`config.mk`:
```
export PLATFORM = sky130hd
export DESIGN_NAME = cbr_top
export DESIGN_NICKNAME = d
export VERILOG_FILES = /design/src/cbr_pkg.sv /design/src/cbr_bank.sv /design/src/cbr_top.sv
export VERILOG_INCLUDE_DIRS = /design/src /design/src/src
export SDC_FILE = /design/constraint.sdc
export NUM_CORES = 1
export LEC_CHECK = 0
export CAP_MARGIN = 10
export CORE_UTILIZATION = 35
export CTS_BUF_LIST = sky130_fd_sc_hd__clkbuf_8 sky130_fd_sc_hd__clkbuf_16
export CTS_CLUSTER_DIAMETER = 100
export DETAILED_ROUTE_END_ITERATION = 10
export DONT_BUFFER_PORTS = 1
export PLACE_DENSITY = 0.5
export REMOVE_ABC_BUFFERS = 1
export SLEW_MARGIN = 20
export SYNTH_ARGS = -nofsm -noshare
export SYNTH_HDL_FRONTEND = slang
export SYNTH_SLANG_ARGS = --single-unit
```
`constraint.sdc`:
```
create_clock -name i_core_clk -period 3.8 [get_ports i_core_clk]
set_input_delay 0 -clock i_core_clk [delete_from_list [all_inputs] [get_ports i_core_clk]]
set_output_delay 0 -clock i_core_clk [all_outputs]
set_load 0.01 [all_outputs]
```
`src/cbr_defines.svh`:
```
// timing, encoding and sizing constants for the cross-bank command checker
`ifndef CBR_DEFINES_SVH
`define CBR_DEFINES_SVH

`define CBR_CLK_PS       20000
`define CBR_TRCD_PS      15000
`define CBR_TRP_PS       15000
`define CBR_TWR_PS       15000
`define CBR_TWTR_PS      7500
`define CBR_CEIL_CYC(ps) (((ps) + `CBR_CLK_PS - 1) / `CBR_CLK_PS)
`define CBR_TRCD_CYC     `CBR_CEIL_CYC(`CBR_TRCD_PS)
`define CBR_TRP_CYC      `CBR_CEIL_CYC(`CBR_TRP_PS)
`define CBR_TWR_CYC      `CBR_CEIL_CYC(`CBR_TWR_PS)
`define CBR_TWTR_MIN     2
`define CBR_TWTR_CYC     ((`CBR_CEIL_CYC(`CBR_TWTR_PS) > `CBR_TWTR_MIN) ? \
                          `CBR_CEIL_CYC(`CBR_TWTR_PS) : `CBR_TWTR_MIN)
`define CBR_XSNR_CYC     200
`define CBR_BANKS        8
`define CBR_AP_GAP       1
`define CBR_RD_WR_EXTRA  2
`define CBR_BL4_HALF     6'h02
`define CBR_BL8_HALF     6'h04
`define CBR_SINCE_MAX    8'hff

`endif

```
`src/cbr_pkg.sv`:
```
// command, bank state and command carrier types
package cbr_pkg;

	typedef enum logic [2:0] {
		CBR_OP_NONE = 3'b000,
		CBR_OP_ACT  = 3'b001,
		CBR_OP_RD   = 3'b010,
		CBR_OP_WR   = 3'b011,
		CBR_OP_PRE  = 3'b100,
		CBR_OP_REF  = 3'b101,
		CBR_OP_LMR  = 3'b110
	} cbr_op_t;

	typedef enum logic [2:0] {
		CBR_ST_IDLE    = 3'b000,
		CBR_ST_OPENING = 3'b001,
		CBR_ST_ACTIVE  = 3'b010,
		CBR_ST_READ    = 3'b011,
		CBR_ST_WRITE   = 3'b100,
		CBR_ST_RD_AP   = 3'b101,
		CBR_ST_WR_AP   = 3'b110,
		CBR_ST_PRECH   = 3'b111
	} cbr_bank_st_t;

	typedef struct packed {
		logic        vld;
		cbr_op_t     op;
		logic [2:0]  bank;
		logic        ap;
	} cbr_cmd_t;

endpackage

```
`src/cbr_bank.sv`:
```
// per-bank state tracker with auto precharge access and precharge periods
`timescale 1ns/10ps
`include "cbr_defines.svh"
module cbr_bank #(
	parameter int IDX = 0
) (
	// clock and reset
	input  wire logic                  i_core_clk,
	input  wire logic                  i_rst_n,
	// command accepted on this edge, and mode
	input  wire cbr_pkg::cbr_cmd_t     i_cmd,
	input  wire logic [2:0]            i_cas_lat,
	input  wire logic                  i_burst8,
	// bank status
	output cbr_pkg::cbr_bank_st_t      o_state,
	output logic                       o_rd_busy
);
	import cbr_pkg::*;

	localparam logic [5:0] TRCD = 6'(`CBR_TRCD_CYC);
	localparam logic [5:0] TRP  = 6'(`CBR_TRP_CYC);
	localparam logic [5:0] TWR  = 6'(`CBR_TWR_CYC);

	cbr_bank_st_t st_r, st_nxt;
	logic [5:0]   cnt_r, cnt_nxt;
	logic [5:0]   dat_r, dat_nxt;
	logic [5:0]   dwell_r, dwell_nxt;
	logic [5:0]   bl2, clm1;
	logic         hit;

	assign bl2  = i_burst8 ? `CBR_BL8_HALF : `CBR_BL4_HALF;
	assign clm1 = {3'h0, i_cas_lat} - 6'h01;
	assign hit  = i_cmd.vld && (i_cmd.bank == 3'(IDX) || (i_cmd.op == CBR_OP_PRE && i_cmd.ap));

	always_comb begin
		st_nxt  = st_r;
		cnt_nxt = (cnt_r == 6'h00) ? 6'h00 : cnt_r - 6'h01;
		dat_nxt = (dat_r == 6'h00) ? 6'h00 : dat_r - 6'h01;
		if (hit && i_cmd.op == CBR_OP_ACT) begin
			st_nxt  = CBR_ST_OPENING;
			cnt_nxt = TRCD - 6'h01;
		end else if (hit && i_cmd.op == CBR_OP_RD) begin
			st_nxt  = i_cmd.ap ? CBR_ST_RD_AP : CBR_ST_READ;
			cnt_nxt = bl2 - 6'h01;
			dat_nxt = {3'h0, i_cas_lat} + bl2;
		end else if (hit && i_cmd.op == CBR_OP_WR) begin
			st_nxt  = i_cmd.ap ? CBR_ST_WR_AP : CBR_ST_WRITE;
			cnt_nxt = i_cmd.ap ? clm1 + bl2 + TWR - 6'h01 : clm1 + bl2 - 6'h01;
		end else if (hit && i_cmd.op == CBR_OP_PRE) begin
			st_nxt  = (st_r == CBR_ST_IDLE) ? CBR_ST_IDLE : CBR_ST_PRECH;
			cnt_nxt = TRP - 6'h01;
		end else if (cnt_r == 6'h00) begin
			case (st_r)
				CBR_ST_OPENING, CBR_ST_READ, CBR_ST_WRITE: begin
					st_nxt = CBR_ST_ACTIVE;
				end
				CBR_ST_RD_AP, CBR_ST_WR_AP: begin
					st_nxt  = CBR_ST_PRECH;
					cnt_nxt = TRP - 6'h01;
				end
				CBR_ST_PRECH: begin
					if (dat_r == 6'h00) begin
						st_nxt = CBR_ST_IDLE;
					end
				end
				default: begin
					st_nxt = st_r;
				end
			endcase
		end
		dwell_nxt = (st_nxt != st_r) ? 6'h01 :
			(dwell_r == 6'h3f) ? dwell_r : dwell_r + 6'h01;
	end

	always_ff @(posedge i_core_clk) begin
		if (!i_rst_n) begin
			st_r    <= CBR_ST_IDLE;
			cnt_r   <= 6'h00;
			dat_r   <= 6'h00;
			dwell_r <= 6'h01;
		end else begin
			st_r    <= st_nxt;
			cnt_r   <= cnt_nxt;
			dat_r   <= dat_nxt;
			dwell_r <= dwell_nxt;
		end
	end

	assign o_state   = st_r;
	assign o_rd_busy = (dat_r != 6'h00);

	chk_idle_no_burst: assert property (@(posedge i_core_clk) disable iff (!i_rst_n)
		st_r == CBR_ST_IDLE |-> dat_r == 6'h00)
		else $error("bank went idle with a read burst still running");
	chk_rdap_prech_start: assert property (@(posedge i_core_clk) disable iff (!i_rst_n)
		(hit && i_cmd.op == CBR_OP_RD && i_cmd.ap && i_burst8)
		|=> (st_r == CBR_ST_RD_AP)[*4] ##1 st_r == CBR_ST_PRECH)
		else $error("read auto precharge did not start precharge after half burst");
	chk_wrap_recovery: assert property (@(posedge i_core_clk) disable iff (!i_rst_n)
		(st_r == CBR_ST_WR_AP && st_nxt == CBR_ST_PRECH)
		|-> dwell_r == clm1 + bl2 + TWR)
		else $error("write auto precharge precharge not after write recovery");
	chk_prech_period: assert property (@(posedge i_core_clk) disable iff (!i_rst_n)
		(st_r == CBR_ST_PRECH && st_nxt == CBR_ST_IDLE) |-> dwell_r >= TRP)
		else $error("precharge period shorter than row precharge time");
endmodule

```
`src/cbr_top.sv`:
```
// device-side command decoder and cross-bank legality checker
// Behaviour
// - commands decoded from pins at rising edge
// - decode only with CKE high twice, after exit delay
// - CS# high ignores commands, operations continue
// - NOP registers nothing, operations continue
// - pin patterns decode ACTIVATE, READ, WRITE, PRECHARGE
// - idle after precharge, tRP and read burst end
// - read auto precharge starts at earliest precharge
// - write auto precharge starts after tWR
// - access period then precharge period until tRP
// - other banks accept commands during auto precharge
`timescale 1ns/10ps
`include "cbr_defines.svh"
module cbr_top #(
	parameter int BANKS    = `CBR_BANKS,
	parameter int XSNR_CYC = `CBR_XSNR_CYC
) (
	// clock and reset
	input  wire logic                i_core_clk,
	input  wire logic                i_rst_n,
	// command pins
	input  wire logic                i_cke,
	input  wire logic                i_cs_n,
	input  wire logic                i_ras_n,
	input  wire logic                i_cas_n,
	input  wire logic                i_we_n,
	input  wire logic [2:0]          i_ba,
	input  wire logic                i_a10,
	// mode settings
	input  wire logic [2:0]          i_cas_lat,
	input  wire logic                i_burst8,
	// decoded results
	output cbr_pkg::cbr_cmd_t        o_cmd,
	output logic                     o_ignored,
	output logic                     o_illegal,
	output logic [BANKS-1:0]         o_bank_idle
);
	import cbr_pkg::*;

	localparam logic [7:0] TWTR = 8'(`CBR_TWTR_CYC);
	localparam logic [7:0] GAP  = 8'(`CBR_AP_GAP);
	localparam logic [7:0] XTRA = 8'(`CBR_RD_WR_EXTRA);
	localparam logic [7:0] XSNR = 8'(XSNR_CYC);

	cbr_bank_st_t     bst [BANKS];
	logic [BANKS-1:0] rd_busy;

	logic       cke_prev_r, cke_prev_nxt;
	logic [7:0] xs_cnt_r, xs_cnt_nxt;
	cbr_cmd_t   cmd_r, cmd_nxt;
	logic       ign_r, ign_nxt;
	logic       ill_r, ill_nxt;
	logic [7:0] wr_since_r, wr_since_nxt, rd_since_r, rd_since_nxt;
	logic [2:0] wr_bank_r, wr_bank_nxt, rd_bank_r, rd_bank_nxt;
	logic       wr_ap_r, wr_ap_nxt, rd_ap_r, rd_ap_nxt;

	cbr_cmd_t     dec;
	cbr_bank_st_t tgt;
	logic         live, all_idle, pre_all_ok, bad_state, bad_cross, other_rd;
	logic [7:0]   bl2, clm1;

	genvar g;
	generate
		for (g = 0; g < BANKS; g++) begin : gen_bank
			cbr_bank #(.IDX(g)) u_bank (
				.i_core_clk (i_core_clk),
				.i_rst_n    (i_rst_n),
				.i_cmd      (cmd_nxt),
				.i_cas_lat  (i_cas_lat),
				.i_burst8   (i_burst8),
				.o_state    (bst[g]),
				.o_rd_busy  (rd_busy[g])
			);
			assign o_bank_idle[g] = (bst[g] == CBR_ST_IDLE);
		end
	endgenerate

	assign bl2  = {2'h0, (i_burst8 ? `CBR_BL8_HALF : `CBR_BL4_HALF)};
	assign clm1 = {5'h00, i_cas_lat} - 8'h01;
	assign live = cke_prev_r && i_cke && xs_cnt_r == 8'h00;

	// pin decode, sampled at the rising edge
	always_comb begin
		dec      = '0;
		dec.bank = i_ba;
		dec.ap   = i_a10;
		if (live && !i_cs_n) begin
			dec.vld = 1'b1;
			case ({i_ras_n, i_cas_n, i_we_n})
				3'b011: dec.op = CBR_OP_ACT;
				3'b101: dec.op = CBR_OP_RD;
				3'b100: dec.op = CBR_OP_WR;
				3'b010: dec.op = CBR_OP_PRE;
				3'b001: dec.op = CBR_OP_REF;
				3'b000: dec.op = CBR_OP_LMR;
				default: begin
					dec.vld = 1'b0;
					dec.op  = CBR_OP_NONE;
				end
			endcase
		end
	end

	// legality against target bank state and other banks
	always_comb begin
		all_idle   = 1'b1;
		pre_all_ok = 1'b1;
		other_rd   = 1'b0;
		for (int b = 0; b < BANKS; b++) begin
			all_idle   = all_idle && bst[b] == CBR_ST_IDLE;
			pre_all_ok = pre_all_ok && (bst[b] == CBR_ST_IDLE || bst[b] == CBR_ST_ACTIVE ||
				bst[b] == CBR_ST_READ || bst[b] == CBR_ST_WRITE);
			other_rd   = other_rd || (rd_busy[b] && 3'(b) != dec.bank);
		end
		tgt       = bst[dec.bank];
		bad_state = 1'b0;
		case (dec.op)
			CBR_OP_ACT: bad_state = (tgt != CBR_ST_IDLE);
			CBR_OP_RD, CBR_OP_WR: bad_state = !(tgt == CBR_ST_ACTIVE ||
				tgt == CBR_ST_READ || tgt == CBR_ST_WRITE);
			CBR_OP_PRE: bad_state = dec.ap ? !pre_all_ok : !(tgt == CBR_ST_IDLE ||
				tgt == CBR_ST_ACTIVE || tgt == CBR_ST_READ || tgt == CBR_ST_WRITE);
			CBR_OP_REF, CBR_OP_LMR: bad_state = !all_idle;
			default: bad_state = 1'b0;
		endcase
		bad_cross = 1'b0;
		case (dec.op)
			CBR_OP_RD: begin
				bad_cross = (wr_bank_r != dec.bank && wr_since_r < clm1 + bl2 + TWTR) ||
					(rd_ap_r && rd_bank_r != dec.bank && rd_since_r < bl2);
			end
			CBR_OP_WR: begin
				bad_cross = other_rd ||
					(rd_ap_r && rd_bank_r != dec.bank && rd_since_r < bl2 + XTRA) ||
					(wr_ap_r && wr_bank_r != dec.bank && wr_since_r < bl2);
			end
			CBR_OP_ACT, CBR_OP_PRE: begin
				bad_cross = (rd_ap_r && rd_bank_r != dec.bank && rd_since_r < GAP) ||
					(wr_ap_r && wr_bank_r != dec.bank && wr_since_r < GAP);
			end
			default: bad_cross = 1'b0;
		endcase
	end

	// next values: accepted command, history of column commands
	always_comb begin
		cke_prev_nxt = i_cke;
		xs_cnt_nxt   = (!cke_prev_r && i_cke) ? XSNR :
			(xs_cnt_r == 8'h00) ? 8'h00 : xs_cnt_r - 8'h01;
		ill_nxt      = dec.vld && (bad_state || bad_cross);
		ign_nxt      = !dec.vld;
		cmd_nxt      = dec;
		cmd_nxt.vld  = dec.vld && !ill_nxt;
		wr_since_nxt = (wr_since_r == `CBR_SINCE_MAX) ? wr_since_r : wr_since_r + 8'h01;
		rd_since_nxt = (rd_since_r == `CBR_SINCE_MAX) ? rd_since_r : rd_since_r + 8'h01;
		wr_bank_nxt  = wr_bank_r;
		rd_bank_nxt  = rd_bank_r;
		wr_ap_nxt    = wr_ap_r;
		rd_ap_nxt    = rd_ap_r;
		if (cmd_nxt.vld && dec.op == CBR_OP_WR) begin
			wr_since_nxt = 8'h01;
			wr_bank_nxt  = dec.bank;
			wr_ap_nxt    = dec.ap;
		end
		if (cmd_nxt.vld && dec.op == CBR_OP_RD) begin
			rd_since_nxt = 8'h01;
			rd_bank_nxt  = dec.bank;
			rd_ap_nxt    = dec.ap;
		end
	end

	always_ff @(posedge i_core_clk) begin
		if (!i_rst_n) begin
			cke_prev_r <= 1'b0;
			xs_cnt_r   <= 8'h00;
			cmd_r      <= '0;
			ign_r      <= 1'b0;
			ill_r      <= 1'b0;
			wr_since_r <= `CBR_SINCE_MAX;
			rd_since_r <= `CBR_SINCE_MAX;
			wr_bank_r  <= 3'h0;
			rd_bank_r  <= 3'h0;
			wr_ap_r    <= 1'b0;
			rd_ap_r    <= 1'b0;
		end else begin
			cke_prev_r <= cke_prev_nxt;
			xs_cnt_r   <= xs_cnt_nxt;
			cmd_r      <= cmd_nxt;
			ign_r      <= ign_nxt;
			ill_r      <= ill_nxt;
			wr_since_r <= wr_since_nxt;
			rd_since_r <= rd_since_nxt;
			wr_bank_r  <= wr_bank_nxt;
			rd_bank_r  <= rd_bank_nxt;
			wr_ap_r    <= wr_ap_nxt;
			rd_ap_r    <= rd_ap_nxt;
		end
	end

	assign o_cmd     = cmd_r;
	assign o_ignored = ign_r;
	assign o_illegal = ill_r;

	chk_cke_gate: assert property (@(posedge i_core_clk) disable iff (!i_rst_n)
		(!i_cke ##1 i_cke) |=> !o_cmd.vld && o_ignored)
		else $error("command accepted right after clock enable rose");
	chk_deselect_ign: assert property (@(posedge i_core_clk) disable iff (!i_rst_n)
		i_cs_n |=> !o_cmd.vld && o_ignored && !o_illegal)
		else $error("deselected cycle produced a command");
	chk_nop_ign: assert property (@(posedge i_core_clk) disable iff (!i_rst_n)
		(!i_cs_n && i_ras_n && i_cas_n && i_we_n) |=> o_ignored && !o_cmd.vld)
		else $error("no-operation produced a command");
	chk_act_decode: assert property (@(posedge i_core_clk) disable iff (!i_rst_n)
		(live && !i_cs_n && !i_ras_n && i_cas_n && i_we_n && bst[i_ba] == CBR_ST_IDLE &&
		!bad_cross) |=> o_cmd.vld && o_cmd.op == CBR_OP_ACT && o_cmd.bank == $past(i_ba))
		else $error("activate not decoded");
	chk_ref_all_idle: assert property (@(posedge i_core_clk) disable iff (!i_rst_n)
		(dec.vld && dec.op == CBR_OP_REF && !all_idle) |=> o_illegal && !o_cmd.vld)
		else $error("refresh accepted with a bank not idle");
	chk_wr_during_rd: assert property (@(posedge i_core_clk) disable iff (!i_rst_n)
		(dec.vld && dec.op == CBR_OP_WR && other_rd) |=> o_illegal)
		else $error("write accepted during another bank read burst");
	chk_concurrent_ap: assert property (@(posedge i_core_clk) disable iff (!i_rst_n)
		(dec.vld && dec.op == CBR_OP_ACT && tgt == CBR_ST_IDLE && rd_ap_r &&
		rd_bank_r != dec.bank && rd_since_r >= GAP) |=> o_cmd.vld)
		else $error("activate to other bank refused during auto precharge");

	cov_rd_ap: cover property (@(posedge i_core_clk) disable iff (!i_rst_n)
		o_cmd.vld && o_cmd.op == CBR_OP_RD && o_cmd.ap);
	cov_wr_ap: cover property (@(posedge i_core_clk) disable iff (!i_rst_n)
		o_cmd.vld && o_cmd.op == CBR_OP_WR && o_cmd.ap);
	cov_illegal: cover property (@(posedge i_core_clk) disable iff (!i_rst_n) o_illegal);
endmodule

```
==> key figures, run 1 <==
Status
  – Status: finished, final reports clean

Power
  – Logic pwr share: 44.3%
  – Pwr/cell area: 674 nW/um2
  – Switching Share: 37.5%
  – Peak VDD IR: 0.471 mV
  – Switch Pwr: 3.12 mW
  – Cell-internal power: 5.20 mW
  – Clock Power Share: 24.0%
  – Share of power burned in registers: 31.7%
  – Leakage: 4.98 nW

Clocking
  – H-tree lvl count: 4
  – TritonCTS clock tree: built
  – Reg clk slew, reported paths: 0.07 ns
  – Clock latency on the worst-skew pair: 0.44 ns
  – # clock sinks: 163
  – CTS Buf Count: 17
  – Clock Tree Buf Depth: 2
  – Clk root buf: clkbuf_16
  – Setup Fix Bufs, Post-CTS: 0

Flow run
  – Max-Cap Viols: 0

Finish
  – Post-route cell area: 12,300 um2
  – Share of layout cells above drive strength 1: 11.8%
  – Diodes inserted: 0
  – Area grow syn2layout: 17.2%
  – Final nets: 1,475
  – Fin cells: 1,807

Worst setup path
  – Critical path class: in -> reg
  – Launch point of the worst reg-to-reg path: xs_cnt_r[0]
  – Cell mode on critical path: ha_1
  – Worst EP required: 4.19 ns
  – Worst reg2reg path depth: 10
  – Slowest stage delay, CP: 0.56 ns
  – Worst setup SP type: input port
  – CP Capture Point: wr_since_r[7]
  – Worst-path cell chain: inv_1 > ha_1 > xor2_1 > ha_1 > ha_1 > fa_1 > xnor2_1 > ha_1 > a21o_1 > o22ai_1 > a31oi_2 > or3_1 > buf_4 > nand3_2 > nor2_2 > buf_4 > o21ai_0 > dlygate4sd3_1
  – Worst path slowest cell: dlygate4sd3_1
  – CP arrival: 3.94 ns
  – Worst flop-to-flop path endpoint: gen_bank[3].u_bank.dat_r[1]
  – Worst Path Max Fanout: 15
  – Worst reg2reg setup slack: 0.29 ns
  – Critical path origin: i_cas_lat[0]
  – Worst setup EP type: flop

Worst hold path
  – Min-delay worst type: in -> reg

STA
  – Slew @ Worst Pin: 1.02 ns
  – Max Fclk: 282 MHz
  – Final WS setup: 0.251 ns
  – Slew Limit Fails: 0
  – Final setup viols: 0
  – Setup repair after global routing missed its margin: false
  – Worst hold margin: 0.0430 ns
  – Fin crit share: 93.4%
  – Endpoints failing hold: 0
  – Slew margin rel.: 32.2%
  – Fin Clk Skew: 0.0149 ns
  – Tmin final: 3.55 ns

Synth
  – Ys Warns: 0
  – Register area share after synthesis: 31.0%
  – Syn_area_per_cell: 7.79 um2
  – FF+latch count, synth: 163
  – Synth cell types: 88
  – Post-synth top flop: dfxtp_1
  – Post-synth EDFFs: 0
  – Cell area after synthesis: 10,500 um2
  – Share of flip-flops with an asynchronous set or reset: 0%
  – Synth Instances: 1,351

Placement
  – Cell Area, Placed: 11,500 um2
  – Final HPWL DP: 25,300 um
  – Port Buffers: 0
  – DP Cell Count: 1,763
  – GPL Wtd Cong: 0.936
  – Place WS: -0.138 ns

Die
  – Initial Util: 35.5%
  – Die Area: 30,800 um2
  – DIE HEIGHT: 175 um
  – Floorplan row count: 63
  – Core box area: 29,600 um2
  – Die extent in x: 175 um
  – Io pins: 33

Global routing
  – Initial antenna violation count: 0
  – Gr ovfl total: 0
  – Vias in the first global route: 9,742
  – All-Layer GR Usage: 24.0%
  – First-pass GRT wire length: 56,500 um
  – Largest net degree at the start of global routing: 51

Routing
  – Initial DRC Count: 705
  – Max Used Layer: met4
  – First-pass DRT Iterations: 5
  – Final WL: 36,100 um
  – Routed vias/inst: 5.67
  – Avg WL per Cell: 20.0 um
  – Total number of vias: 10,200
  – Wl on met1: 17,300 um
  – Post-DRT Antenna Nets: 0
  – DR WL met2: 15,300 um
  – Met3 WL: 2460 um
  – DRC violations left: 0
state kept, by name (all words and copies together), names as in the netlist:
register                 cells
gen_bank.u_bank.cnt_r       48
gen_bank.u_bank.dat_r       48
gen_bank.u_bank.o_state     24
o_cmd                        8
rd_since_r                   8
wr_since_r                   8
xs_cnt_r                     8
rd_bank_r                    3
wr_bank_r                    3
cke_prev_r                   1
o_ignored                    1
o_illegal                    1
rd_ap_r                      1
wr_ap_r                      1
per-stage QoR:
step	TNS, ns	power [mW]	utilization [%]
after floorplan	-2.48	5.42	-
after global placement	-1.44	6.24	38.8
after detailed placement	-2.50	6.28	38.8
after CTS	0	8.36	41.6
after global routing	0	9.05	41.6
final	0	8.32	41.6
critical path, delay by kind of cell:
kind            cells  cell delay, ns
simple gates        3            0.59
xor+xnor            2            0.38
compound gates      4            0.64
fa+ha+maj           5            1.35
buf+inv             4            0.96
worst min path at each step:
stage | from | end | slack, ns | cells after the start
final | i_burst8 | gen_bank[7].u_bank.cnt_r[1] | 0.04 | 4
after CTS | i_burst8 | gen_bank[7].u_bank.cnt_r[1] | 0.01 | 4
after global routing | i_burst8 | gen_bank[7].u_bank.cnt_r[1] | 0.05 | 4
after detailed placement | i_ras_n | o_cmd[6] | 0.08 | 1
after floorplan | i_rst_n | rd_since_r[0] | 0.07 | 1
after global placement | i_ras_n | o_cmd[6] | 0.08 | 1
cell usage in the layout (no fill, tap or decap), types with 50 or more instances in the layout:
| cell type | instances |
|---|---|
| dfxtp_1 | 163 |
| nor2_1 | 145 |
| nand2_1 | 126 |
| buf_4 | 91 |
| a21oi_1 | 75 |
| nor3_1 | 73 |
| nand3_1 | 73 |
| o21ai_0 | 65 |
| inv_1 | 61 |
| ha_1 | 50 |
cell type report:
cell class | count | area (um2)
clock inverters | 9 | 201
fillers | 3083 | 17300
repair buffers | 110 | 931
well taps | 390 | 488
flip-flops and latches | 163 | 3260
clock buffers | 20 | 467
multi-input cells | 1053 | 6760
inverters | 62 | 233
cells by family after synthesis:
kind of cell,after synthesis,share of synthesized area [%]
AOI/OAI and AO/OA,329,21.3
xor gates and xnor gates,74,6.15
adders and majority gates,53,6.51
buffers and inverters,135,4.99
DFF,163,31.0
muxes,24,2.95
and+or+nand+nor,573,27.2
cells in the mapped netlist (all sizes together), types with 5 or more instances:
| cell type | instances | area [um2] |
|---|---|---|
| a32oi | 6 | 52.6 |
| o22ai | 9 | 62.6 |
| a22oi | 25 | 188 |
| or3 | 27 | 169 |
| o2111ai | 8 | 70.1 |
| o31ai | 13 | 103 |
| a21oi | 75 | 375 |
| o21ai | 77 | 385 |
| and3 | 12 | 75.1 |
| and3b | 8 | 70.1 |
| xnor2 | 35 | 307 |
| a211oi | 9 | 72.6 |
| buf | 12 | 63.8 |
| o41ai | 7 | 98.9 |
| nand3b | 7 | 52.6 |
| ha | 50 | 626 |
| nor3b | 6 | 45.0 |
| mux4 | 5 | 113 |
| dfxtp | 163 | 3260 |
| nor4 | 7 | 58.8 |
| mux2i | 16 | 160 |
| nor2b | 7 | 43.8 |
| or2 | 10 | 62.6 |
| nand4 | 11 | 68.8 |
| clkbuf | 61 | 229 |
| inv | 61 | 229 |
| and2 | 15 | 93.8 |
| or4b | 5 | 50.1 |
| nor3 | 76 | 395 |
| nand2 | 127 | 479 |
| nand3 | 74 | 375 |
| o221ai | 10 | 87.6 |
| nand2b | 21 | 131 |
| o31a | 9 | 78.8 |
| a31oi | 23 | 144 |
| nor2 | 146 | 548 |
| xor2 | 39 | 342 |
| o21a | 7 | 53.8 |
| o211a | 9 | 90.1 |
| o211ai | 8 | 60.1 |
metal layers:
layer  track usage [%]  up-vias
li1                  -     4974
met1              33.3     4920
met2              36.0      296
met3              6.26       47
met4              8.04        0
met5                 0        -
power groups by stage:
stage                     Sequential [mW]  Combinational [mW]  Clock (mW)
after detailed placement             2.66                3.62           0
after floorplan                      2.57                2.85           0
final                                2.63                3.69        2.00
after global routing                 2.71                4.21        2.12
after CTS                            2.63                3.69        2.04
after global placement               2.66                3.58           0
repair_timing:
| item | 4_1_cts | 5_1_grt |
|---|---|---|
| endpoints found under the setup margin | 0 | 1 |
| endpoints found under the hold margin | 103 | 0 |
| resized for setup | 0 | 2 |
| hold buffers | 15 | 0 |
No activity file was read; power rests on OpenSTA's default activity.
==> run 2: changes to the inputs <==
--- a/config.mk
+++ b/config.mk
@@ -17,4 +17,5 @@
 export SLEW_MARGIN = 20
 export SYNTH_ARGS = -nofsm -noshare
 export SYNTH_HDL_FRONTEND = slang
+export SYNTH_HIERARCHICAL = 1
 export SYNTH_SLANG_ARGS = --single-unit
==> key figures, run 2 <==
Status
  – Status: finished, final reports clean

Synth
  – Post-synth EDFFs: 0 (unchanged)
  – Cell with the most instances after synthesis: nor2_1
  – Post-synth top flop: dfxtp_1
  – Synth top area cells: dfxtp_1 25%, ha_1 8.5%, xnor2_1 5.1%, nor2_1 4.7%, nand2_1 3.8%
  – Register area share after synthesis: 24.8% (-6.2 points)
  – Synth cell types: 104 (+18%)
  – Most frequent cells after synthesis: 165 x nor2_1, 163 x dfxtp_1, 132 x nand2_1
  – Cell area after synthesis: 13,100 um2 (+25%)
  – Yosys top cell area share: 24.8% (-6.2 points)
  – Synth Instances: 1,562 (+16%)
  – Synth area leader: dfxtp_1
  – Ys Warns: 6 (+6)
  – FF+latch count, synth: 163 (unchanged)
  – Share of flip-flops with an asynchronous set or reset: 0% (unchanged)
  – Syn_area_per_cell: 8.42 um2 (+8.0%)

STA
  – Endpoints failing hold: 0 (unchanged)
  – Max Fclk: 273 MHz (-3.0%)
  – Setup repair after global routing missed its margin: true
  – Slew margin rel.: 57.2% (+25 points)
  – Slew Limit Fails: 0 (unchanged)
  – Fin crit share: 96.3% (+2.9 points)
  – Final setup viols: 0 (unchanged)
  – Slew @ Worst Pin: 0.641 ns (-0.376 ns)
  – Setup TNS: 0 ns (unchanged)
  – Fin Clk Skew: 0.0139 ns (-0.000949 ns)
  – Tmin final: 3.66 ns (+0.111 ns)

Worst setup path
  – Worst Path Max Fanout: 8 (-7)
  – Worst reg2reg setup slack: 0.14 ns (-0.15 ns)
  – Worst EP required: 4.15 ns (-0.04 ns)
  – CP arrival: 4.01 ns (+0.07 ns)
  – Worst setup EP type: flop
  – Worst path slowest cell: dfxtp_1
  – Worst-path cell chain: inv_1 > ha_1 > and3_4 > inv_1 > mux2i_1 > a31oi_1 > nor4_2 > buf_4 > o211a_1 > o32ai_2 > nor4_2 > and3_4 > buf_12 > clkbuf_16 > nand4bb_1 > o2bb2ai_1 > buf_4 > nor3_1 > o31a_1
  – Worst reg2reg path depth: 19 (+9)
  – Worst setup SP type: flop
  – Critical path class: reg -> reg
  – Slowest stage delay, CP: 0.33 ns (-0.23 ns)

Finish
  – Fin cells: 2,161 (+20%)
  – Share of layout cells above drive strength 1: 17.1% (+5.3 points)
  – Most common library cell in the layout ignoring fill and taps: nor2_1
  – Diodes inserted: 0 (unchanged)
  – Final Util: 42.0% (+0.41 points)
  – Area grow syn2layout: 17.6%
  – Final nets: 1,801 (+22%)
  – Commonest non-fill, non-tap cells in the layout: 162 x nor2_1, 161 x dfxtp_1, 129 x nand2_1, 113 x inv_1, 101 x buf_4

Routing
  – Post-DRT Antenna Nets: 0 (unchanged)
  – DRC violations left: 0 (unchanged)
  – First-pass DRT Iterations: 5 (unchanged)
  – Routed vias/inst: 5.35 (-5.6%)
  – Final WL: 37,900 um (+5.2%)
  – Total number of vias: 11,600 (+13%)
  – Initial DRC Count: 634 (-10%)
  – Avg WL per Cell: 17.6 um (-12%)

Clocking
  – Clock Tree Buf Depth: 2 (unchanged)
  – Clk root buf: clkbuf_16
  – CTS Buf Count: 17 (unchanged)
  – H-tree lvl count: 4 (unchanged)
  – Reg clk slew, reported paths: 0.07 ns (about the same)
  – TritonCTS clock tree: built
  – Clock latency on the worst-skew pair: 0.46 ns (+0.02 ns)
  – # clock sinks: 163 (unchanged)

Global routing
  – Initial antenna violation count: 0 (unchanged)
  – All-Layer GR Usage: 20.1% (-4.0 points)
  – First-pass GRT wire length: 60,600 um (+7.3%)
  – Vias in the first global route: 11,300 (+16%)
  – Largest net degree at the start of global routing: 91 (+78%)
  – Gr ovfl total: 0 (unchanged)

Power
  – Leakage: 6.21 nW (+25%)
  – Peak VDD IR: 0.310 mV (-34%)
  – Design Power: 8.92 mW (+7.2%)
  – Pwr/cell area: 577 nW/um2 (-14%)

Die
  – Initial Util: 35.7% (+0.22 points)
  – Die Area: 38,300 um2 (+25%)
  – Die extent in x: 196 um (+12%)
  – Core box area: 36,800 um2 (+24%)
  – Floorplan row count: 70 (+11%)
  – Io pins: 33 (unchanged)
  – DIE HEIGHT: 196 um (+12%)

Placement
  – Port Buffers: 0 (unchanged)
  – DP Cell Count: 2,096 (+19%)
  – Final HPWL DP: 24,000 um (-5.4%)
  – GPL Wtd Cong: 0.841 (-10%)

Worst hold path
  – Min-delay worst type: in -> reg
  – Hold path depth: 5 (+1)

Flow run
  – Max-Cap Viols: 0 (unchanged)
run 2: changes by cell type in the layout (fill, tap and decap cells not counted), moves of 19 or more:
cell / before / now
ha_1: 50 / 88
inv_1: 61 / 113
xnor2_1: 35 / 77
o21ai_0: 65 / 37
nor2b_1: 7 / 26
a22oi_1: 25 / 3
run 2: critical path: cells and delay by family (launching register included):
kind / cells / cell delay (ns)
AND/OR/NAND/NOR: 6 / 1.23
AO/OA/AOI/OAI: 5 / 0.87
buffers and inverters: 6 / 0.76
flip-flops: 1 / 0.33
adder cells (fa/ha/maj): 1 / 0.18
multiplexers: 1 / 0.15
run 2: through the flow:
step                cell area [um2]  setup slack [ns]  hold slack, ns
finish                        15500             0.139          0.0120
global route                  15500           -0.0361         0.00943
CTS                           15300            0.0487        0.000399
detailed placement            14300            -0.287          0.0850
global placement              14300            -0.133          0.0835
floorplan                     12800             -1.16          0.0660
run 2: cell families (layout without fill, tap and decap cells):
kind of cell | count (synthesis) | after routing | share of synthesized area, %
AND/OR/NAND/NOR | 679 | 679 | 29.2
AO/OA/AOI/OAI | 303 | 303 | 18.0
flip-flops | 163 | 163 | 24.8
buffers and inverters | 153 | 284 | 5.78
XOR/XNOR | 122 | 122 | 8.13
adder cells (fa/ha/maj) | 106 | 106 | 11.1
multiplexers | 36 | 36 | 3.01
run 2: cell type report:
| class | instances | area [um2] |
|---|---|---|
| sequential | 163 | 3270 |
| clock inverter | 14 | 203 |
| timing repair buffer | 136 | 1280 |
| tap | 468 | 586 |
| inverter | 116 | 435 |
| fill | 3751 | 21300 |
| multi-input combinational | 1246 | 9250 |
| clock buffer | 18 | 439 |
run 2: path summary, 6_finish.rpt:
kind | start | to
min reg2reg | rd_ap_r | rd_ap_r
min | i_ba[1] | gen_bank[4].u_bank/o_state[2]
max | gen_bank[1].u_bank/dat_r[0] | gen_bank[7].u_bank/cnt_r[0]
max reg2reg | gen_bank[1].u_bank/dat_r[0] | gen_bank[7].u_bank/cnt_r[0]
run 2: repair_timing:
item / in CTS / in global routing
endpoints found under the hold margin: 163 / 0
hold buffers: 26 / 0
gates resized for setup: 1 / 29
pin swaps: 1 / 16
cloned: 0 / 2
setup buffers: 1 / 4
endpoints found under the setup margin: 10 / 90
run 2: metal layers:
| metal | GRT usage (%) | vias up | wire length (um) |
|---|---|---|---|
| li1 | - | 5828 | - |
| met1 | 26.3 | 5482 | 18000 |
| met2 | 33.1 | 207 | 17600 |
| met3 | 3.70 | 42 | 1540 |
| met4 | 6.51 | 0 | 825 |
| met5 | 0 | - | 0 |
run 2: where the power goes:
part	total [mW]	internal (mW)	switching, mW
combinational	4.35	2.18	2.17
sequential	2.63	2.21	0.424
clock	1.93	1.13	0.804
total	8.92	5.52	3.40
